**src/rpt_consts.svh**
```systemverilog
// Purpose: offsets, masks, reset values and timing counts
// Assumes: 40 MHz core clock
// Notes: definitions only
`ifndef RPT_CONSTS_SVH
`define RPT_CONSTS_SVH

`define RPT_PAGE 8'h01
`define RPT_CMD_OCP 8'hC2
`define RPT_CMD_DELAY 8'hC3
`define RPT_CMD_CAL 8'hC5
`define RPT_CMD_LOADLINE 8'hC6

`define RPT_MASK_OCP 16'hFFFF
`define RPT_MASK_DELAY 16'h1FFF
`define RPT_MASK_CAL 16'hFFFF
`define RPT_MASK_LOADLINE 16'h000F

`define RPT_RST_OCP 16'h0000
`define RPT_RST_DELAY 16'h0500
`define RPT_RST_CAL 16'h0000
`define RPT_RST_LOADLINE 16'h0000

`define RPT_MODE_NONE 2'h0
`define RPT_MODE_LATCH 2'h1
`define RPT_MODE_HICCUP 2'h2
`define RPT_MODE_RETRY 2'h3
`define RPT_RETRY_LIMIT 3'h6

`define RPT_CLK_MHZ 40
`define RPT_T_STEP_NS 100
`define RPT_CYC_STEP ((`RPT_T_STEP_NS * `RPT_CLK_MHZ) / 1000)
`define RPT_T_PEAK_NS 200
`define RPT_STEPS_PEAK (`RPT_T_PEAK_NS / `RPT_T_STEP_NS)
`define RPT_T_AVG_NS 20000
`define RPT_STEPS_AVG (`RPT_T_AVG_NS / `RPT_T_STEP_NS)
`define RPT_T_HICCUP_US 20
`define RPT_CYC_HICCUP (`RPT_T_HICCUP_US * `RPT_CLK_MHZ)

`endif

```
**src/rpt_pkg.sv**
```systemverilog
// Purpose: shared types for the rail 2 protection and timing block
// Assumes: nothing
// Notes: field structs match register layouts bit for bit
package rpt_pkg;

    typedef struct packed {
        logic [1:0] overcurrent_response_select;
        logic average_overcurrent_enable;
        logic [7:0] average_overcurrent_blanking;
        logic peak_overcurrent_enable;
        logic [3:0] peak_overcurrent_blanking;
    } rpt_ocp_cfg_t;

    typedef struct packed {
        logic [2:0] unused;
        logic [4:0] droop_release_delay;
        logic [7:0] change_complete_delay;
    } rpt_delay_cfg_t;

    typedef struct packed {
        logic [5:0] offset;
        logic [9:0] gain;
    } rpt_cal_cfg_t;

    typedef enum logic [1:0] {
        RPT_ST_ON = 2'b00,
        RPT_ST_WAIT = 2'b01,
        RPT_ST_LATCHED = 2'b10
    } rpt_rail_state_t;

endpackage

```
**src/rpt_top.sv**
```systemverilog
// Operation
// - mode field picks none, latch, hiccup, six retries
// - bit 13 enables average detector
// - average fault after blanking in bits 12:5
// - bit 4 enables peak detector
// - peak fault after blanking bits 3:0, 200ns steps
// - reserved bits ignored, read back zero
// - droop release waits bits 12:8, 200ns steps
// - completion packet waits bits 7:0, 100ns steps
// - reading is four times current minus twice offset
// - current offset resets to zero
// - adc sample scaled by gain bits 9:0
// - load-line fifth taken from bits 3:0
//
// Purpose: rail 2 protection and timing configuration with its timers
// Assumes: command port driven by the management-bus front end on CORE_CLK
// Notes: comparator and reference status pins are asynchronous
`timescale 1ns/1ps
`default_nettype none
`include "rpt_consts.svh"
module rpt_top
    import rpt_pkg::*;
#(
    parameter int ADC_W = 12,
    parameter int GAIN_SHIFT = 8,
    parameter int HICCUP_CYC = `RPT_CYC_HICCUP
) (
    input wire logic CORE_CLK,
    input wire logic ARST_N,
    input wire logic CMD_WR,
    input wire logic CMD_RD,
    input wire logic [7:0] CMD_PAGE,
    input wire logic [7:0] CMD_CODE,
    input wire logic [15:0] CMD_WDATA,
    output logic [15:0] CMD_RDATA,
    output logic CMD_ACK,
    output logic CMD_NACK,
    input wire logic AVG_OVER_THRESHOLD,
    input wire logic PEAK_OVER_THRESHOLD,
    input wire logic REF_AT_TARGET,
    input wire logic REF_AT_TARGET_DROOP,
    input wire logic ADC_VALID,
    input wire logic [ADC_W-1:0] ADC_DATA,
    output logic OVERCURRENT_FAULT_FLAG,
    output logic RAIL_OFF,
    output logic DROOP_RELEASE,
    output logic VOLTAGE_CHANGE_COMPLETE_PACKET,
    output logic [15:0] CURRENT_READING,
    output logic [3:0] LOADLINE_FIFTH_SETTING
);
    localparam int STEP_W = 2;
    localparam int AVG_W = 8;
    localparam int HIC_W = 16;
    localparam logic [STEP_W-1:0] STEP_LAST = STEP_W'(`RPT_CYC_STEP - 1);
    localparam logic [AVG_W-1:0] AVG_LAST = AVG_W'(`RPT_STEPS_AVG - 1);
    localparam logic [HIC_W-1:0] HIC_LAST = HIC_W'(HICCUP_CYC - 1);

    // register storage
    logic [15:0] ocp_q;
    logic [15:0] delay_q;
    logic [15:0] cal_q;
    logic [15:0] loadline_q;
    rpt_ocp_cfg_t ocp;
    rpt_delay_cfg_t dly;
    rpt_cal_cfg_t cal;

    assign ocp = rpt_ocp_cfg_t'(ocp_q);
    assign dly = rpt_delay_cfg_t'(delay_q);
    assign cal = rpt_cal_cfg_t'(cal_q);

    // command decode
    wire page_hit = (CMD_PAGE == `RPT_PAGE);
    wire hit_ocp = page_hit && (CMD_CODE == `RPT_CMD_OCP);
    wire hit_delay = page_hit && (CMD_CODE == `RPT_CMD_DELAY);
    wire hit_cal = page_hit && (CMD_CODE == `RPT_CMD_CAL);
    wire hit_ll = page_hit && (CMD_CODE == `RPT_CMD_LOADLINE);
    wire hit_any = hit_ocp || hit_delay || hit_cal || hit_ll;
    wire access = CMD_WR || CMD_RD;

    wire logic [15:0] rd_mux =
        hit_ocp ? (ocp_q & `RPT_MASK_OCP) :
        hit_delay ? (delay_q & `RPT_MASK_DELAY) :
        hit_cal ? (cal_q & `RPT_MASK_CAL) :
        hit_ll ? (loadline_q & `RPT_MASK_LOADLINE) : 16'h0000;

    always_ff @(posedge CORE_CLK or negedge ARST_N) begin
        if (!ARST_N) begin
            ocp_q <= `RPT_RST_OCP;
            delay_q <= `RPT_RST_DELAY;
            cal_q <= `RPT_RST_CAL;
            loadline_q <= `RPT_RST_LOADLINE;
        end else if (CMD_WR) begin
            if (hit_ocp) begin
                ocp_q <= CMD_WDATA & `RPT_MASK_OCP;
            end
            if (hit_delay) begin
                delay_q <= CMD_WDATA & `RPT_MASK_DELAY;
            end
            if (hit_cal) begin
                cal_q <= CMD_WDATA & `RPT_MASK_CAL;
            end
            if (hit_ll) begin
                loadline_q <= CMD_WDATA & `RPT_MASK_LOADLINE;
            end
        end
    end

    // answer one cycle after the request; writes to a known code ack too
    always_ff @(posedge CORE_CLK or negedge ARST_N) begin
        if (!ARST_N) begin
            CMD_RDATA <= 16'h0000;
            CMD_ACK <= 1'b0;
            CMD_NACK <= 1'b0;
        end else begin
            CMD_RDATA <= CMD_RD ? rd_mux : CMD_RDATA;
            CMD_ACK <= access && hit_any;
            CMD_NACK <= access && !hit_any;
        end
    end

    // two-flop synchronisers for the asynchronous status pins
    logic [3:0] sync1_q;
    logic [3:0] sync2_q;

    always_ff @(posedge CORE_CLK or negedge ARST_N) begin
        if (!ARST_N) begin
            sync1_q <= 4'h0;
            sync2_q <= 4'h0;
        end else begin
            sync1_q <= {REF_AT_TARGET_DROOP, REF_AT_TARGET, PEAK_OVER_THRESHOLD,
                        AVG_OVER_THRESHOLD};
            sync2_q <= sync1_q;
        end
    end

    wire avg_over = sync2_q[0];
    wire peak_over = sync2_q[1];
    wire at_target = sync2_q[2];
    wire at_droop = sync2_q[3];

    // tick dividers: 100 ns, 200 ns and 20 us enables
    logic [STEP_W-1:0] step_cnt_q;
    logic half_q;
    logic [AVG_W-1:0] avg_cnt_q;
    logic tick_100_q;
    logic tick_200_q;
    logic tick_20u_q;
    wire step_end = (step_cnt_q == STEP_LAST);

    always_ff @(posedge CORE_CLK or negedge ARST_N) begin
        if (!ARST_N) begin
            step_cnt_q <= '0;
            half_q <= 1'b0;
            avg_cnt_q <= '0;
            tick_100_q <= 1'b0;
            tick_200_q <= 1'b0;
            tick_20u_q <= 1'b0;
        end else begin
            step_cnt_q <= step_end ? '0 : step_cnt_q + 1'b1;
            half_q <= step_end ? !half_q : half_q;
            avg_cnt_q <= !step_end ? avg_cnt_q : (avg_cnt_q == AVG_LAST) ? '0 :
                         avg_cnt_q + 1'b1;
            tick_100_q <= step_end;
            tick_200_q <= step_end && half_q;
            tick_20u_q <= step_end && (avg_cnt_q == AVG_LAST);
        end
    end

    // blanking timers; a disabled detector never counts
    logic avg_expired;
    logic peak_expired;
    logic droop_expired;
    logic complete_expired;
    wire avg_active = ocp.average_overcurrent_enable && avg_over;
    wire peak_active = ocp.peak_overcurrent_enable && peak_over;

    rpt_timer #(.W(8)) u_avg (
        .clk(CORE_CLK),
        .arst_n(ARST_N),
        .tick(tick_20u_q),
        .active(avg_active),
        .limit(ocp.average_overcurrent_blanking),
        .expired(avg_expired)
    );

    rpt_timer #(.W(4)) u_peak (
        .clk(CORE_CLK),
        .arst_n(ARST_N),
        .tick(tick_200_q),
        .active(peak_active),
        .limit(ocp.peak_overcurrent_blanking),
        .expired(peak_expired)
    );

    rpt_timer #(.W(5)) u_droop (
        .clk(CORE_CLK),
        .arst_n(ARST_N),
        .tick(tick_200_q),
        .active(at_droop),
        .limit(dly.droop_release_delay),
        .expired(droop_expired)
    );

    rpt_timer #(.W(8)) u_complete (
        .clk(CORE_CLK),
        .arst_n(ARST_N),
        .tick(tick_100_q),
        .active(at_target),
        .limit(dly.change_complete_delay),
        .expired(complete_expired)
    );

    // fault response machine, one shared mode for both detectors
    wire fault_now = avg_expired || peak_expired;
    rpt_rail_state_t state_q;
    rpt_rail_state_t state_d;
    logic [HIC_W-1:0] hic_cnt_q;
    logic [2:0] retry_q;
    logic fault_d1_q;
    wire fault_rise = fault_now && !fault_d1_q;
    wire retry_spent = (retry_q == `RPT_RETRY_LIMIT);
    wire wait_done = (hic_cnt_q == HIC_LAST);

    always_comb begin
        state_d = state_q;
        case (state_q)
            RPT_ST_ON: begin
                if (fault_rise) begin
                    case (ocp.overcurrent_response_select)
                        `RPT_MODE_LATCH: state_d = RPT_ST_LATCHED;
                        `RPT_MODE_HICCUP: state_d = RPT_ST_WAIT;
                        `RPT_MODE_RETRY: state_d = retry_spent ? RPT_ST_LATCHED :
                                                   RPT_ST_WAIT;
                        default: state_d = RPT_ST_ON;
                    endcase
                end
            end
            RPT_ST_WAIT: begin
                if (wait_done) begin
                    state_d = RPT_ST_ON;
                end
            end
            RPT_ST_LATCHED: state_d = RPT_ST_LATCHED;
            default: state_d = RPT_ST_ON;
        endcase
    end

    // latched off holds until reset: nothing in this block restarts the rail
    always_ff @(posedge CORE_CLK or negedge ARST_N) begin
        if (!ARST_N) begin
            state_q <= RPT_ST_ON;
            hic_cnt_q <= '0;
            retry_q <= 3'h0;
            fault_d1_q <= 1'b0;
            RAIL_OFF <= 1'b0;
            OVERCURRENT_FAULT_FLAG <= 1'b0;
        end else begin
            state_q <= state_d;
            hic_cnt_q <= (state_q == RPT_ST_WAIT && !wait_done) ? hic_cnt_q + 1'b1 : '0;
            retry_q <= (state_q == RPT_ST_ON && state_d == RPT_ST_WAIT &&
                        ocp.overcurrent_response_select == `RPT_MODE_RETRY) ?
                       retry_q + 1'b1 : retry_q;
            fault_d1_q <= fault_now;
            RAIL_OFF <= (state_d != RPT_ST_ON);
            OVERCURRENT_FAULT_FLAG <= fault_now;
        end
    end

    // reference timing outputs
    logic complete_d1_q;

    always_ff @(posedge CORE_CLK or negedge ARST_N) begin
        if (!ARST_N) begin
            complete_d1_q <= 1'b0;
            DROOP_RELEASE <= 1'b0;
            VOLTAGE_CHANGE_COMPLETE_PACKET <= 1'b0;
        end else begin
            complete_d1_q <= complete_expired;
            DROOP_RELEASE <= droop_expired;
            VOLTAGE_CHANGE_COMPLETE_PACKET <= complete_expired && !complete_d1_q;
        end
    end

    // current report: gain gives quarter-amp units, offset is half-amp units
    wire logic [ADC_W+9:0] product = ADC_W'(ADC_DATA) * cal.gain;
    wire logic [ADC_W+9:0] scaled = product >> GAIN_SHIFT;
    wire logic [16:0] diff = {1'b0, scaled[15:0]} - {10'h000, cal.offset, 1'b0};

    always_ff @(posedge CORE_CLK or negedge ARST_N) begin
        if (!ARST_N) begin
            CURRENT_READING <= 16'h0000;
            LOADLINE_FIFTH_SETTING <= 4'h0;
        end else begin
            if (ADC_VALID) begin
                CURRENT_READING <= diff[16] ? 16'h0000 : diff[15:0];
            end
            LOADLINE_FIFTH_SETTING <= loadline_q[3:0];
        end
    end
endmodule
`default_nettype wire

```
**src/rpt_timer.sv**
```systemverilog
// Purpose: qualified-level timer counting slow ticks up to a limit
// Assumes: tick is a one-cycle enable on the core clock
// Notes: may run long by up to one tick period, never short
`timescale 1ns/1ps
`default_nettype none
module rpt_timer #(
    parameter int W = 8
) (
    input wire logic clk,
    input wire logic arst_n,
    input wire logic tick,
    input wire logic active,
    input wire logic [W-1:0] limit,
    output logic expired
);
    logic [W:0] cnt_q;
    logic [W:0] cnt_d;
    logic reached;

    // one tick past the limit: a free-running first tick cannot cut the time short
    assign reached = (cnt_q > {1'b0, limit});
    // dropping the condition restarts the count so no stale time survives
    assign cnt_d = !active ? '0 : (tick && !reached) ? cnt_q + 1'b1 : cnt_q;

    always_ff @(posedge clk or negedge arst_n) begin
        if (!arst_n) begin
            cnt_q <= '0;
            expired <= 1'b0;
        end else begin
            cnt_q <= cnt_d;
            expired <= active && reached;
        end
    end
endmodule
`default_nettype wire

```
**config.mk**
```make
export PLATFORM = sky130hd
export DESIGN_NAME = rpt_top
export DESIGN_NICKNAME = d
export VERILOG_FILES = /design/src/rpt_pkg.sv /design/src/rpt_top.sv /design/src/rpt_timer.sv
export VERILOG_INCLUDE_DIRS = /design/src
export SDC_FILE = /design/constraint.sdc
export NUM_CORES = 1
export LEC_CHECK = 0
export BUFFER_PORTS_ARGS = -buffer_cell sky130_fd_sc_hd__buf_2
export CAP_MARGIN = 0
export CORE_ASPECT_RATIO = 0.7
export CORE_MARGIN = 2
export CORE_UTILIZATION = 52
export DETAILED_ROUTE_END_ITERATION = 6
export PLACE_DENSITY = 0.78
export SYNTH_ARGS = -nofsm -noshare
export SYNTH_HDL_FRONTEND = slang
export SYNTH_SLANG_ARGS = --single-unit
```
**constraint.sdc**
```tcl
create_clock -name CORE_CLK -period 8.2 [get_ports CORE_CLK]
set_input_delay 0.41 -clock CORE_CLK [delete_from_list [all_inputs] [get_ports CORE_CLK]]
set_output_delay 0.41 -clock CORE_CLK [all_outputs]
set_load 0.005 [all_outputs]
```
======== Word level (Yosys, flattened, before mapping) ========
Cells that the tools add are included.
W data, S select, Z words.
word-level totals
  bits in registers ....................... 168
  input port bits ......................... 53
  output and inout bits ................... 42
  word-level logic and storage cells ...... 130
cells by class
  mux-type cells .......................... 21
  reduce and logical (&&, ||, !) cells .... 43
  $lt $le $gt $ge ......................... 4
  equality and inequality tests ........... 19
  $mul .................................... 1
  add/sub/neg operators ................... 9
operator list
  cell                     count
  $mux W16                 5
  $eq A8 B8 Y1 const B     5
  $mux W9                  4
  $logic_and A1 B1 Y1      23
  $mul A12 B10 Y22         1
  $add A9 B1 Y9 const B    2
  $gt A9 B8 Y1             2
  $add A16 B1 Y16 const B  1
  $eq A16 B10 Y1 const B   1
  $sub A14 B7 Y15          1
  $mux W6                  2
  $pmux W2 S3              2
  $mux W5                  2
  $logic_not A1 Y1         9
  $add A8 B1 Y8 const B    1
  $eq A2 B2 Y1 const B     4
  $eq A8 B1 Y1 const B     1
  $mux W2                  4
  $mux W8                  1
  $reduce_and A2 Y1        4
  $add A6 B1 Y6 const B    1
  $eq A2 B1 Y1 const B     3
  $gt A6 B5 Y1             1
  $add A5 B1 Y5 const B    1
  10 further kinds         16

======== Depth between registers and ports, before layout ========
Gate-level depths: netlist (run 1).
  depth in word-level cells ............... 8
  depth in mapped cells ................... 29
  gate-level depth less buffers ........... 27

======== Cells and area by module ========
Synthesis (run 1) repeated with hierarchy kept, for this count alone.
second synthesis, totals
  cell total of the unflattened synthesis .. 1,239
  area, all modules ....................... 12,190.4 µm²
modules (own cells, without submodules)
  module                  area an instance (µm²)  instances  cells an instance  seq. area each (µm²)
  rpt_top                 9,824.4                 1          986                3,330.7
  rpt_timer at u_avg ...  715.7                   2          79                 250.2
  rpt_timer at u_droop    480.5                   1          50                 175.2
  rpt_timer at u_peak     454.2                   1          45                 150.1

======== Worst setup path after synthesis (run 1) ========
No wires, ideal clock.
  kind .................................... register to register
  start ................................... register cal_q[3] (netlist: cal[3])
  end ..................................... register CURRENT_READING[12]
  clock period less this slack ............ 6,784 ps
  path slack .............................. 1,416 ps
  stages on the path, launching flop included .. 29
  library setup time ...................... 124 ps
  arrival time ............................ 6,660 ps
  required time ........................... 8,076 ps
  path buffers ............................ 2
  cell sequence ........................... dfrtp_1 > clkbuf_1 > nand2_1 > fa_1 > inv_1 > fa_1 > inv_1 > fa_1 > inv_1 > fa_1 > inv_1 > fa_1 > inv_1 > ha_1 > buf_2 > nand2_1 > nor2_1 > o21a_1 > or2_2 > xor2_1 > ha_1 > nor2b_1 > o21ai_0 > a21boi_0 > o21ai_0 > a21oi_1 > or4_4 > o311a_1 > a211o_1
on the way
  cells in the longest elaborated chain, start to end .. 3
RTL lines
  element                   RTL line        text
  start: declaration        rpt_top.sv:61   logic [15:0] cal_q;
  start signal: assignment  rpt_top.sv:90   cal_q <= `RPT_RST_CAL;
  start signal: assignment  rpt_top.sv:100  cal_q <= CMD_WDATA & `RPT_MASK_CAL;
  $mul A12 B10 Y22          rpt_top.sv:285  wire logic [ADC_W+9:0] product = ADC_W'(ADC_DATA) * cal.gain;
  $sub A14 B7 Y15           rpt_top.sv:287  wire logic [16:0] diff = {1'b0, scaled[15:0]} - {10'h000, cal.offset, 1'b0};
  $mux W16                  rpt_top.sv:295  CURRENT_READING <= diff[16] ? 16'h0000 : diff[15:0];
  end signal: assignment    rpt_top.sv:295
  end: declaration          rpt_top.sv:48   output logic [15:0] CURRENT_READING,
No other way between the ends.
A chain may end at the register's enable or synchronous reset.

======== Worst setup path after layout (run 1) ========
  start ................................... register cal_q[3] (netlist: cal[3])
  end ..................................... register CURRENT_READING[4]
The elaborated chain is that of the path after synthesis.

==> metrics.md, run 1 <==
| Metric | Value |
|---|---|
| Synth Area per Inst | 9.81 um2 |
| Mapped Area | 0.0120 mm2 |
| Vias | 9022 |
| FF-to-FF setup slack | 940 ps |
| Ant diodes | 0 |
| Max frequency | 138 MHz |
| Slew HR | 32.8% |
| Layout cell share with drive strength beyond 1 | 14.7% |
| Final worst slack | 940 ps |
| Hold path cells | 1 |
| Worst Path Arrival | 7540 ps |
| Post-DP Area | 0.0127 mm2 |
| Worst reg-to-reg path cell count | 26 |
| Post-Synth Simple-Gate Area | 17.1% |
| Top Ports | 95 |
| Adder-cell area share of the yosys netlist | 22.9% |
| Resized cells post-CTS | 0 |
| RR Startpoint | cal[3]$_DFFE_PN0P_ |
| Compound-Gate Fraction of Synth Area | 10.6% |
| Clk_lat worst skew | 430 ps |
| Worst reg2reg endpoint | CURRENT_READING[4]$_DFFE_PN0P_ |
| Fin area | 0.0132 mm2 |
| Final Max Tran Viols | 0 |
| Design Power | 0.00168 W |
| Hold EP | sync1_q[3]$_DFF_PN0_ |
| Fillers | 1900 |
| RSZ-0062 raised after global routing | no |
| CTS sink count | 166 |
| Crit end category | flip-flop |
| DR WL/cell | 17.3 um |
| Htree depth | 4 |
| CTS tree | built |
| Most frequent cells in the layout | dfrtp_1 (164), inv_1 (138), nand2_1 (134) |
| Commonest non-fill, non-tap cell in the layout | dfrtp_1 |
| Outcome | finished clean |
| Pleak | 6.89 nW |
| Setup slack at placement | 1050 ps |
| Hold wc startpoint | REF_AT_TARGET_DROOP |
| CP max-delay cell | dfrtp_1 |
| Drt first pass iters | 5 |
| Clk root buf | clkbuf_16 |
| Max_cap viols | 0 |
| Postcts setup bufs | 0 |
| Synth Register Bits | 166 |
| Final Hold Vio Count | 0 |
| Die Span Y | 131 um |
| Measured slew at the worst slew-check pin | 1010 ps |
| Clk_skew | 13.1 ps |
| Area of the multi-input gates | 0.00710 mm2 |
| Post-synthesis mux area share | 4.66% |
| Area of the die | 0.0243 mm2 |
| Reg clk slew, reported paths | 70 ps |
| Final Hold Slack | 87.1 ps |
| Final setup fails | 0 |
| TNS Setup | 0 ps |
| Clock Tree Buf Depth | 2 |
| Final Cycle Share | 88.5% |
| Largest net degree at the start of global routing | 81 |
| Site Rows | 46 |
| Num CTS Buffers | 17 |
| Gpl congestion | 0.933 |
| GR Overflow Total | 0 |
| Synthesis warning total | 0 |
| Post-synth cell types | 76 |
| Req. time, crit path | 8480 ps |
| Nets | 1514 |
| CP max stage delay | 590 ps |
| Core area | 0.0226 mm2 |
| Register area share after synthesis | 34.7% |
| Worst hold path class | input pin to flip-flop |
| Initial antenna violation count | 0 |
| First-pass GRT wire length | 46600 um |
| Initial Util | 53.0% |
| CP Launch Type | flip-flop |
| Sequential Area | 0.00416 mm2 |
| Crit-path max FO | 14 |
| Crit path time final | 7260 ps |
| Syn Inst Count | 1222 |
| Dpl hpwl | 21500 um |
| Largest cells by area after synthesis | dfrtp_1 (34%), fa_1 (13%), ha_1 (9.9%) |
| Vias in the first global route | 9029 |
| Routed Antenna Nets | 0 |
| Main combinational cell family by area after synthesis | adder cells |
| PD cells | 127 mW/mm2 |
| PortBufs | 92 |
| Synth Area in XOR/XNOR | 3.80% |
| Vias per cell | 5.59 |
| Total Routing Usage GR | 24.8% |
| Final wirelength | 27900 um |
| Post-synth top area cell | dfrtp_1 |
| Synth async-reset ratio | 100% |
| Yosys top cell area share | 34.2% |
| IR drop worst, VDD | 0.000157 V |
| Critical path class | flip-flop to flip-flop |
| Iteration-0 DRC count of the detailed router | 764 |
| Area growth syn-to-layout | 10.4% |
| Post-synth top flop | dfrtp_1 |
| Post-route DRC | 0 |
| Post-synth EDFFs | 0 |
| Die Span X | 186 um |
[critical path, delay by kind of cell (launching register included)]
| kind | cells | cell delay [ps] |
|---|---|---|
| adders and majority gates | 7 | 3250 |
| xor gates and xnor gates | 1 | 190 |
| buffers and inverters | 6 | 480 |
| AOI/OAI and AO/OA | 7 | 1230 |
| DFF | 1 | 590 |
| and+or+nand+nor | 5 | 1370 |
[metal layers]
metal  GRT usage (%)  vias up  share of wire [%]
met5               0        -                  0
met4            5.23        0                1.3
met3            6.35       28                7.7
met2            36.9      314                 43
met1            36.6     4451                 48
li1                -     4229                  -
[metrics by stage]
step	utilization, %	cells
detailed placement	56.0	1580
global placement	56.0	1580
CTS	58.5	1613
global route	58.5	1613
floorplan	-	1223
finish	58.5	1613
[worst max-delay path by stage]
| stage | from | end | depth (start not counted) |
|---|---|---|---|
| final | cal[3]$_DFFE_PN0P_ | CURRENT_READING[4]$_DFFE_PN0P_ | 26 |
| after global placement | cal[3]$_DFFE_PN0P_ | CURRENT_READING[4]$_DFFE_PN0P_ | 26 |
| after detailed placement | cal[3]$_DFFE_PN0P_ | CURRENT_READING[4]$_DFFE_PN0P_ | 26 |
| after CTS | cal[3]$_DFFE_PN0P_ | CURRENT_READING[4]$_DFFE_PN0P_ | 26 |
| after global routing | cal[3]$_DFFE_PN0P_ | CURRENT_READING[4]$_DFFE_PN0P_ | 26 |
| after floorplan | cal[3]$_DFFE_PN0P_ | CURRENT_READING[12]$_DFFE_PN0P_ | 28 |
[report_power, final]
part / leakage, nW / switching [W] / internal, W / total, W
registers: 2.21 / 0.00000534 / 0.000825 / 0.000831
clock network: 0.274 / 0.000356 / 0.000426 / 0.000782
logic: 4.41 / 0.0000495 / 0.0000204 / 0.0000700
total: 6.89 / 0.000411 / 0.00127 / 0.00168
[Yosys cell counts, drive strengths merged (8+ instances only)]
cell,n
a31oi,8
nand2,134
o211ai,11
clkbuf,36
xnor2,27
o21ai,42
buf,16
a21o,17
a21oi,34
and2,65
inv,138
nand3,22
xor2,25
nor2b,11
fa,78
a22o,10
nand4,25
ha,95
nand2b,11
mux2,39
nor2,81
mux2i,12
dfrtp,164
and3,16
[logic make-up (layout without fill, tap and decap cells)]
kind of cell | Yosys count | after routing
multiplexers | 51 | 51
AND/OR/NAND/NOR | 407 | 407
buffers and inverters | 190 | 268
flip-flops | 166 | 166
AO/OA/AOI/OAI | 182 | 182
XOR/XNOR | 52 | 52
other | 1 | 2
adder cells (fa/ha/maj) | 173 | 173
[final cells by class]
type                    instances  area share [%]
clock buffers                  18            3.24
clock inverters                14            1.03
inverters                     138            3.91
multi-input cells             867            53.6
flip-flops and latches        166            31.4
well taps                     312            2.95
repair buffers                 98            3.88
[what timing repair did]
item / CTS / global route
hold buffers: 1 / 0
endpoints found under the hold margin: 39 / 0
setup endpoints to repair: 0 / 0
[state kept, by name, summed over array words and instances (netlist names), 6 cells and up]
signal	flops
delay_q	13
CURRENT_READING	14
cal	16
hic_cnt_q	16
u_complete.cnt_q	9
u_avg.cnt_q	9
avg_cnt_q	8
CMD_RDATA	16
ocp	16
u_droop.cnt_q	6
No activity file was read; power rests on OpenSTA's default activity.
==> run 2, diff against run 1 <==
Settings changed: SKIP_LAST_GASP set to 1.
Clock period 8.2 ns to 6.71 ns, I/O delays scaled along.
==> metrics.md, run 2 (synthesis results as in run 1) <==
| Metric | Value |
|---|---|
| Final Cycle Share | 97.8% (+9.3 points) |
| FF-to-FF setup slack | 150 ps (-790 ps) |
| Clk root buf | clkbuf_16 |
| Commonest non-fill, non-tap cell in the layout | dfrtp_1 |
| Routed Antenna Nets | 0 (unchanged) |
| CTS sink count | 166 (unchanged) |
| Worst hold path class | input pin to flip-flop |
| Site Rows | 46 (unchanged) |
| Pleak | 7.23 nW (+4.9%) |
| Worst Path Arrival | 6840 ps (-700 ps) |
| Measured slew at the worst slew-check pin | 1060 ps (+56.4 ps) |
| Nets | 1582 (+4.5%) |
| Design Power | 0.00211 W (+25%) |
| Fillers | 1828 (-3.8%) |
| RR Startpoint | cal[1]$_DFFE_PN0P_ |
| Final Max Tran Viols | 0 (unchanged) |
| CP max-delay cell | or4_4 |
| PortBufs | 92 (unchanged) |
| Hold wc startpoint | REF_AT_TARGET_DROOP |
| Initial Util | 53.0% (unchanged) |
| Clk_skew | 8.83 ps (-4.24 ps) |
| Iteration-0 DRC count of the detailed router | 714 (-6.5%) |
| Reg clk slew, reported paths | 70 ps (about the same) |
| Max frequency | 152 MHz (+11%) |
| Final wirelength | 29600 um (+5.8%) |
| Switching Power | 0.000508 W (+24%) |
| Crit path time final | 6560 ps (-695 ps) |
| Clock Tree Buf Depth | 2 (unchanged) |
| Post-DP Area | 0.0131 mm2 (+3.6%) |
| Outcome | finished clean |
| DR WL/cell | 17.6 um (+1.4%) |
| Slew HR | 29.1% (-3.8 points) |
| Hold EP | sync1_q[3]$_DFF_PN0_ |
| Gpl congestion | 0.927 (-0.59%) |
| Vias in the first global route | 9260 (+2.6%) |
| Num CTS Buffers | 17 (unchanged) |
| Final core occ | 62.0% (+3.4 points) |
| Most frequent CP cell | fa_1 |
| Vias | 9429 (+4.5%) |
| Flop pwr share | 48.2% (-1.2 points) |
| Grt peak-use layer | met1 |
| Cells after DPL | 1641 (+3.9%) |
| Die Span X | 186 um (unchanged) |
| GR Util met1 | 37.9% (+1.3 points) |
| GR Overflow Total | 0 (unchanged) |
| First-pass GRT wire length | 47800 um (+2.6%) |
| Final Hold Slack | 13.4 ps (-73.8 ps) |
| Max_cap viols | 0 (unchanged) |
| Final setup fails | 0 (unchanged) |
| Fin area | 0.0140 mm2 (+5.9%) |
| Switching Fraction | 24.1% (-0.31 points) |
| Logic pwr share | 4.5% (+0.3 points) |
| Most frequent cells in the layout | dfrtp_1 (164), inv_1 (134), nand2_1 (131) |
| GR Layer Usage met3 | 5.94% (-0.41 points) |
| Worst reg2reg endpoint | CURRENT_READING[4]$_DFFE_PN0P_ |
| Hold path cells | 1 (unchanged) |
| Grt met2 use | 37.9% (+1.0 points) |
| Crit end category | flip-flop |
| Vias per cell | 5.60 (+0.10%) |
| Clk network pwr share | 47.3% (+0.8 points) |
| CP Launch Type | flip-flop |
| Drt first pass iters | 6 (+1) |
| Initial antenna violation count | 4 (+4) |
| Crit-path max FO | 6 (-8) |
| Worst reg-to-reg path cell count | 26 (unchanged) |
| Critical path class | flip-flop to flip-flop |
| Clk_lat worst skew | 430 ps (about the same) |
| Dpl hpwl | 22300 um (+3.4%) |
| Top Ports | 95 (unchanged) |
| CP max stage delay | 570 ps (-20 ps) |
| Core area | 0.0226 mm2 (unchanged) |
| Finished Layout Cells | 1684 (+4.4%) |
| Layout cell share with drive strength beyond 1 | 21.5% (+6.9 points) |
| IR drop worst, VDD | 0.000189 V (+20%) |
| Final Hold Vio Count | 0 (unchanged) |
| Total Routing Usage GR | 25.4% (+0.63 points) |
| CTS tree | built |
| Largest net degree at the start of global routing | 114 (+41%) |
| Die Span Y | 131 um (unchanged) |
| Area of the die | 0.0243 mm2 (unchanged) |
| Req. time, crit path | 6990 ps (-1490 ps) |
| Post-route DRC | 0 (unchanged) |
| Internal Pwr Total | 0.00160 W (+26%) |
| PD cells | 150 mW/mm2 (+18%) |
| Area growth syn-to-layout | 16.9% |
| Htree depth | 4 (unchanged) |
run 2: cell count changes in the layout (fill, tap and decap cells not counted), sizes merged:
cell | before | now
buf | 97 | 165
bufinv | 1 | 2
clkinv | 4 | 3
clkinvlp | 2 | 3
diode | 0 | 3
inv | 145 | 144
run 2: worst max path at each step:
stage	endpoint	slack (ps)	startpoint	depth (start not counted)
4_1_cts	CURRENT_READING[4]$_DFFE_PN0P_	20	cal[3]$_DFFE_PN0P_	26
3_5_place_dp	CURRENT_READING[8]$_DFFE_PN0P_	-170	ADC_DATA[1]	26
5_1_grt	CURRENT_READING[4]$_DFFE_PN0P_	-90	cal[1]$_DFFE_PN0P_	28
2_1_floorplan	CURRENT_READING[12]$_DFFE_PN0P_	20	ADC_DATA[5]	28
6_report	CURRENT_READING[4]$_DFFE_PN0P_	150	cal[1]$_DFFE_PN0P_	26
3_3_place_gp	CURRENT_READING[12]$_DFFE_PN0P_	-70	ADC_DATA[1]	25
run 2: what timing repair did:
| item | CTS | global route |
|---|---|---|
| pin swaps | 2 | 36 |
| setup endpoints to repair | 12 | 14 |
| setup buffers | 0 | 6 |
| hold buffers | 1 | 0 |
| gates cloned | 1 | 0 |
| resized for setup | 10 | 43 |
| endpoints found under the hold margin | 1 | 0 |
run 2: layout make-up:
cell class / count / area [um2] / area share, %
clock inverters: 14 / 163 / 1.16
flip-flops and latches: 166 / 4160 / 29.6
repair buffers: 166 / 1040 / 7.42
multi-input cells: 867 / 7320 / 52.2
inverters: 138 / 518 / 3.69
well taps: 312 / 390 / 2.78
diodes: 3 / 7.51 / 0.0535
clock buffers: 18 / 429 / 3.06
run 2: critical path, delay by kind of cell (launching register included):
family | cells | cell delay (ps)
AO/OA/AOI/OAI | 7 | 920
adder cells (fa/ha/maj) | 7 | 3120
AND/OR/NAND/NOR | 5 | 1370
buffers and inverters | 6 | 440
XOR/XNOR | 1 | 180
flip-flops | 1 | 370
run 2: power by group through the flow:
stage | clock network [W] | registers, W | logic [W]
global route | 0.00105 | 0.00102 | 0.000106
detailed placement | 0 | 0.00103 | 0.0000938
finish | 0.000997 | 0.00101 | 0.0000951
floorplan | 0 | 0.00103 | 0.0000297
CTS | 0.00100 | 0.00101 | 0.0000953
global placement | 0 | 0.00103 | 0.0000921
run 2: metal layers:
layer,vias up,routed length (um)
met5,-,0
met4,0,315
met3,25,2280
met2,340,12900
met1,4691,14000
li1,4373,-
run 2: metrics by stage:
stage	worst slack, ps	TNS, ps
final	145	0
after global routing	-93.4	-935
after CTS	19.1	0
after detailed placement	-172	-1830
after global placement	-72.2	-661
after floorplan	20.2	0
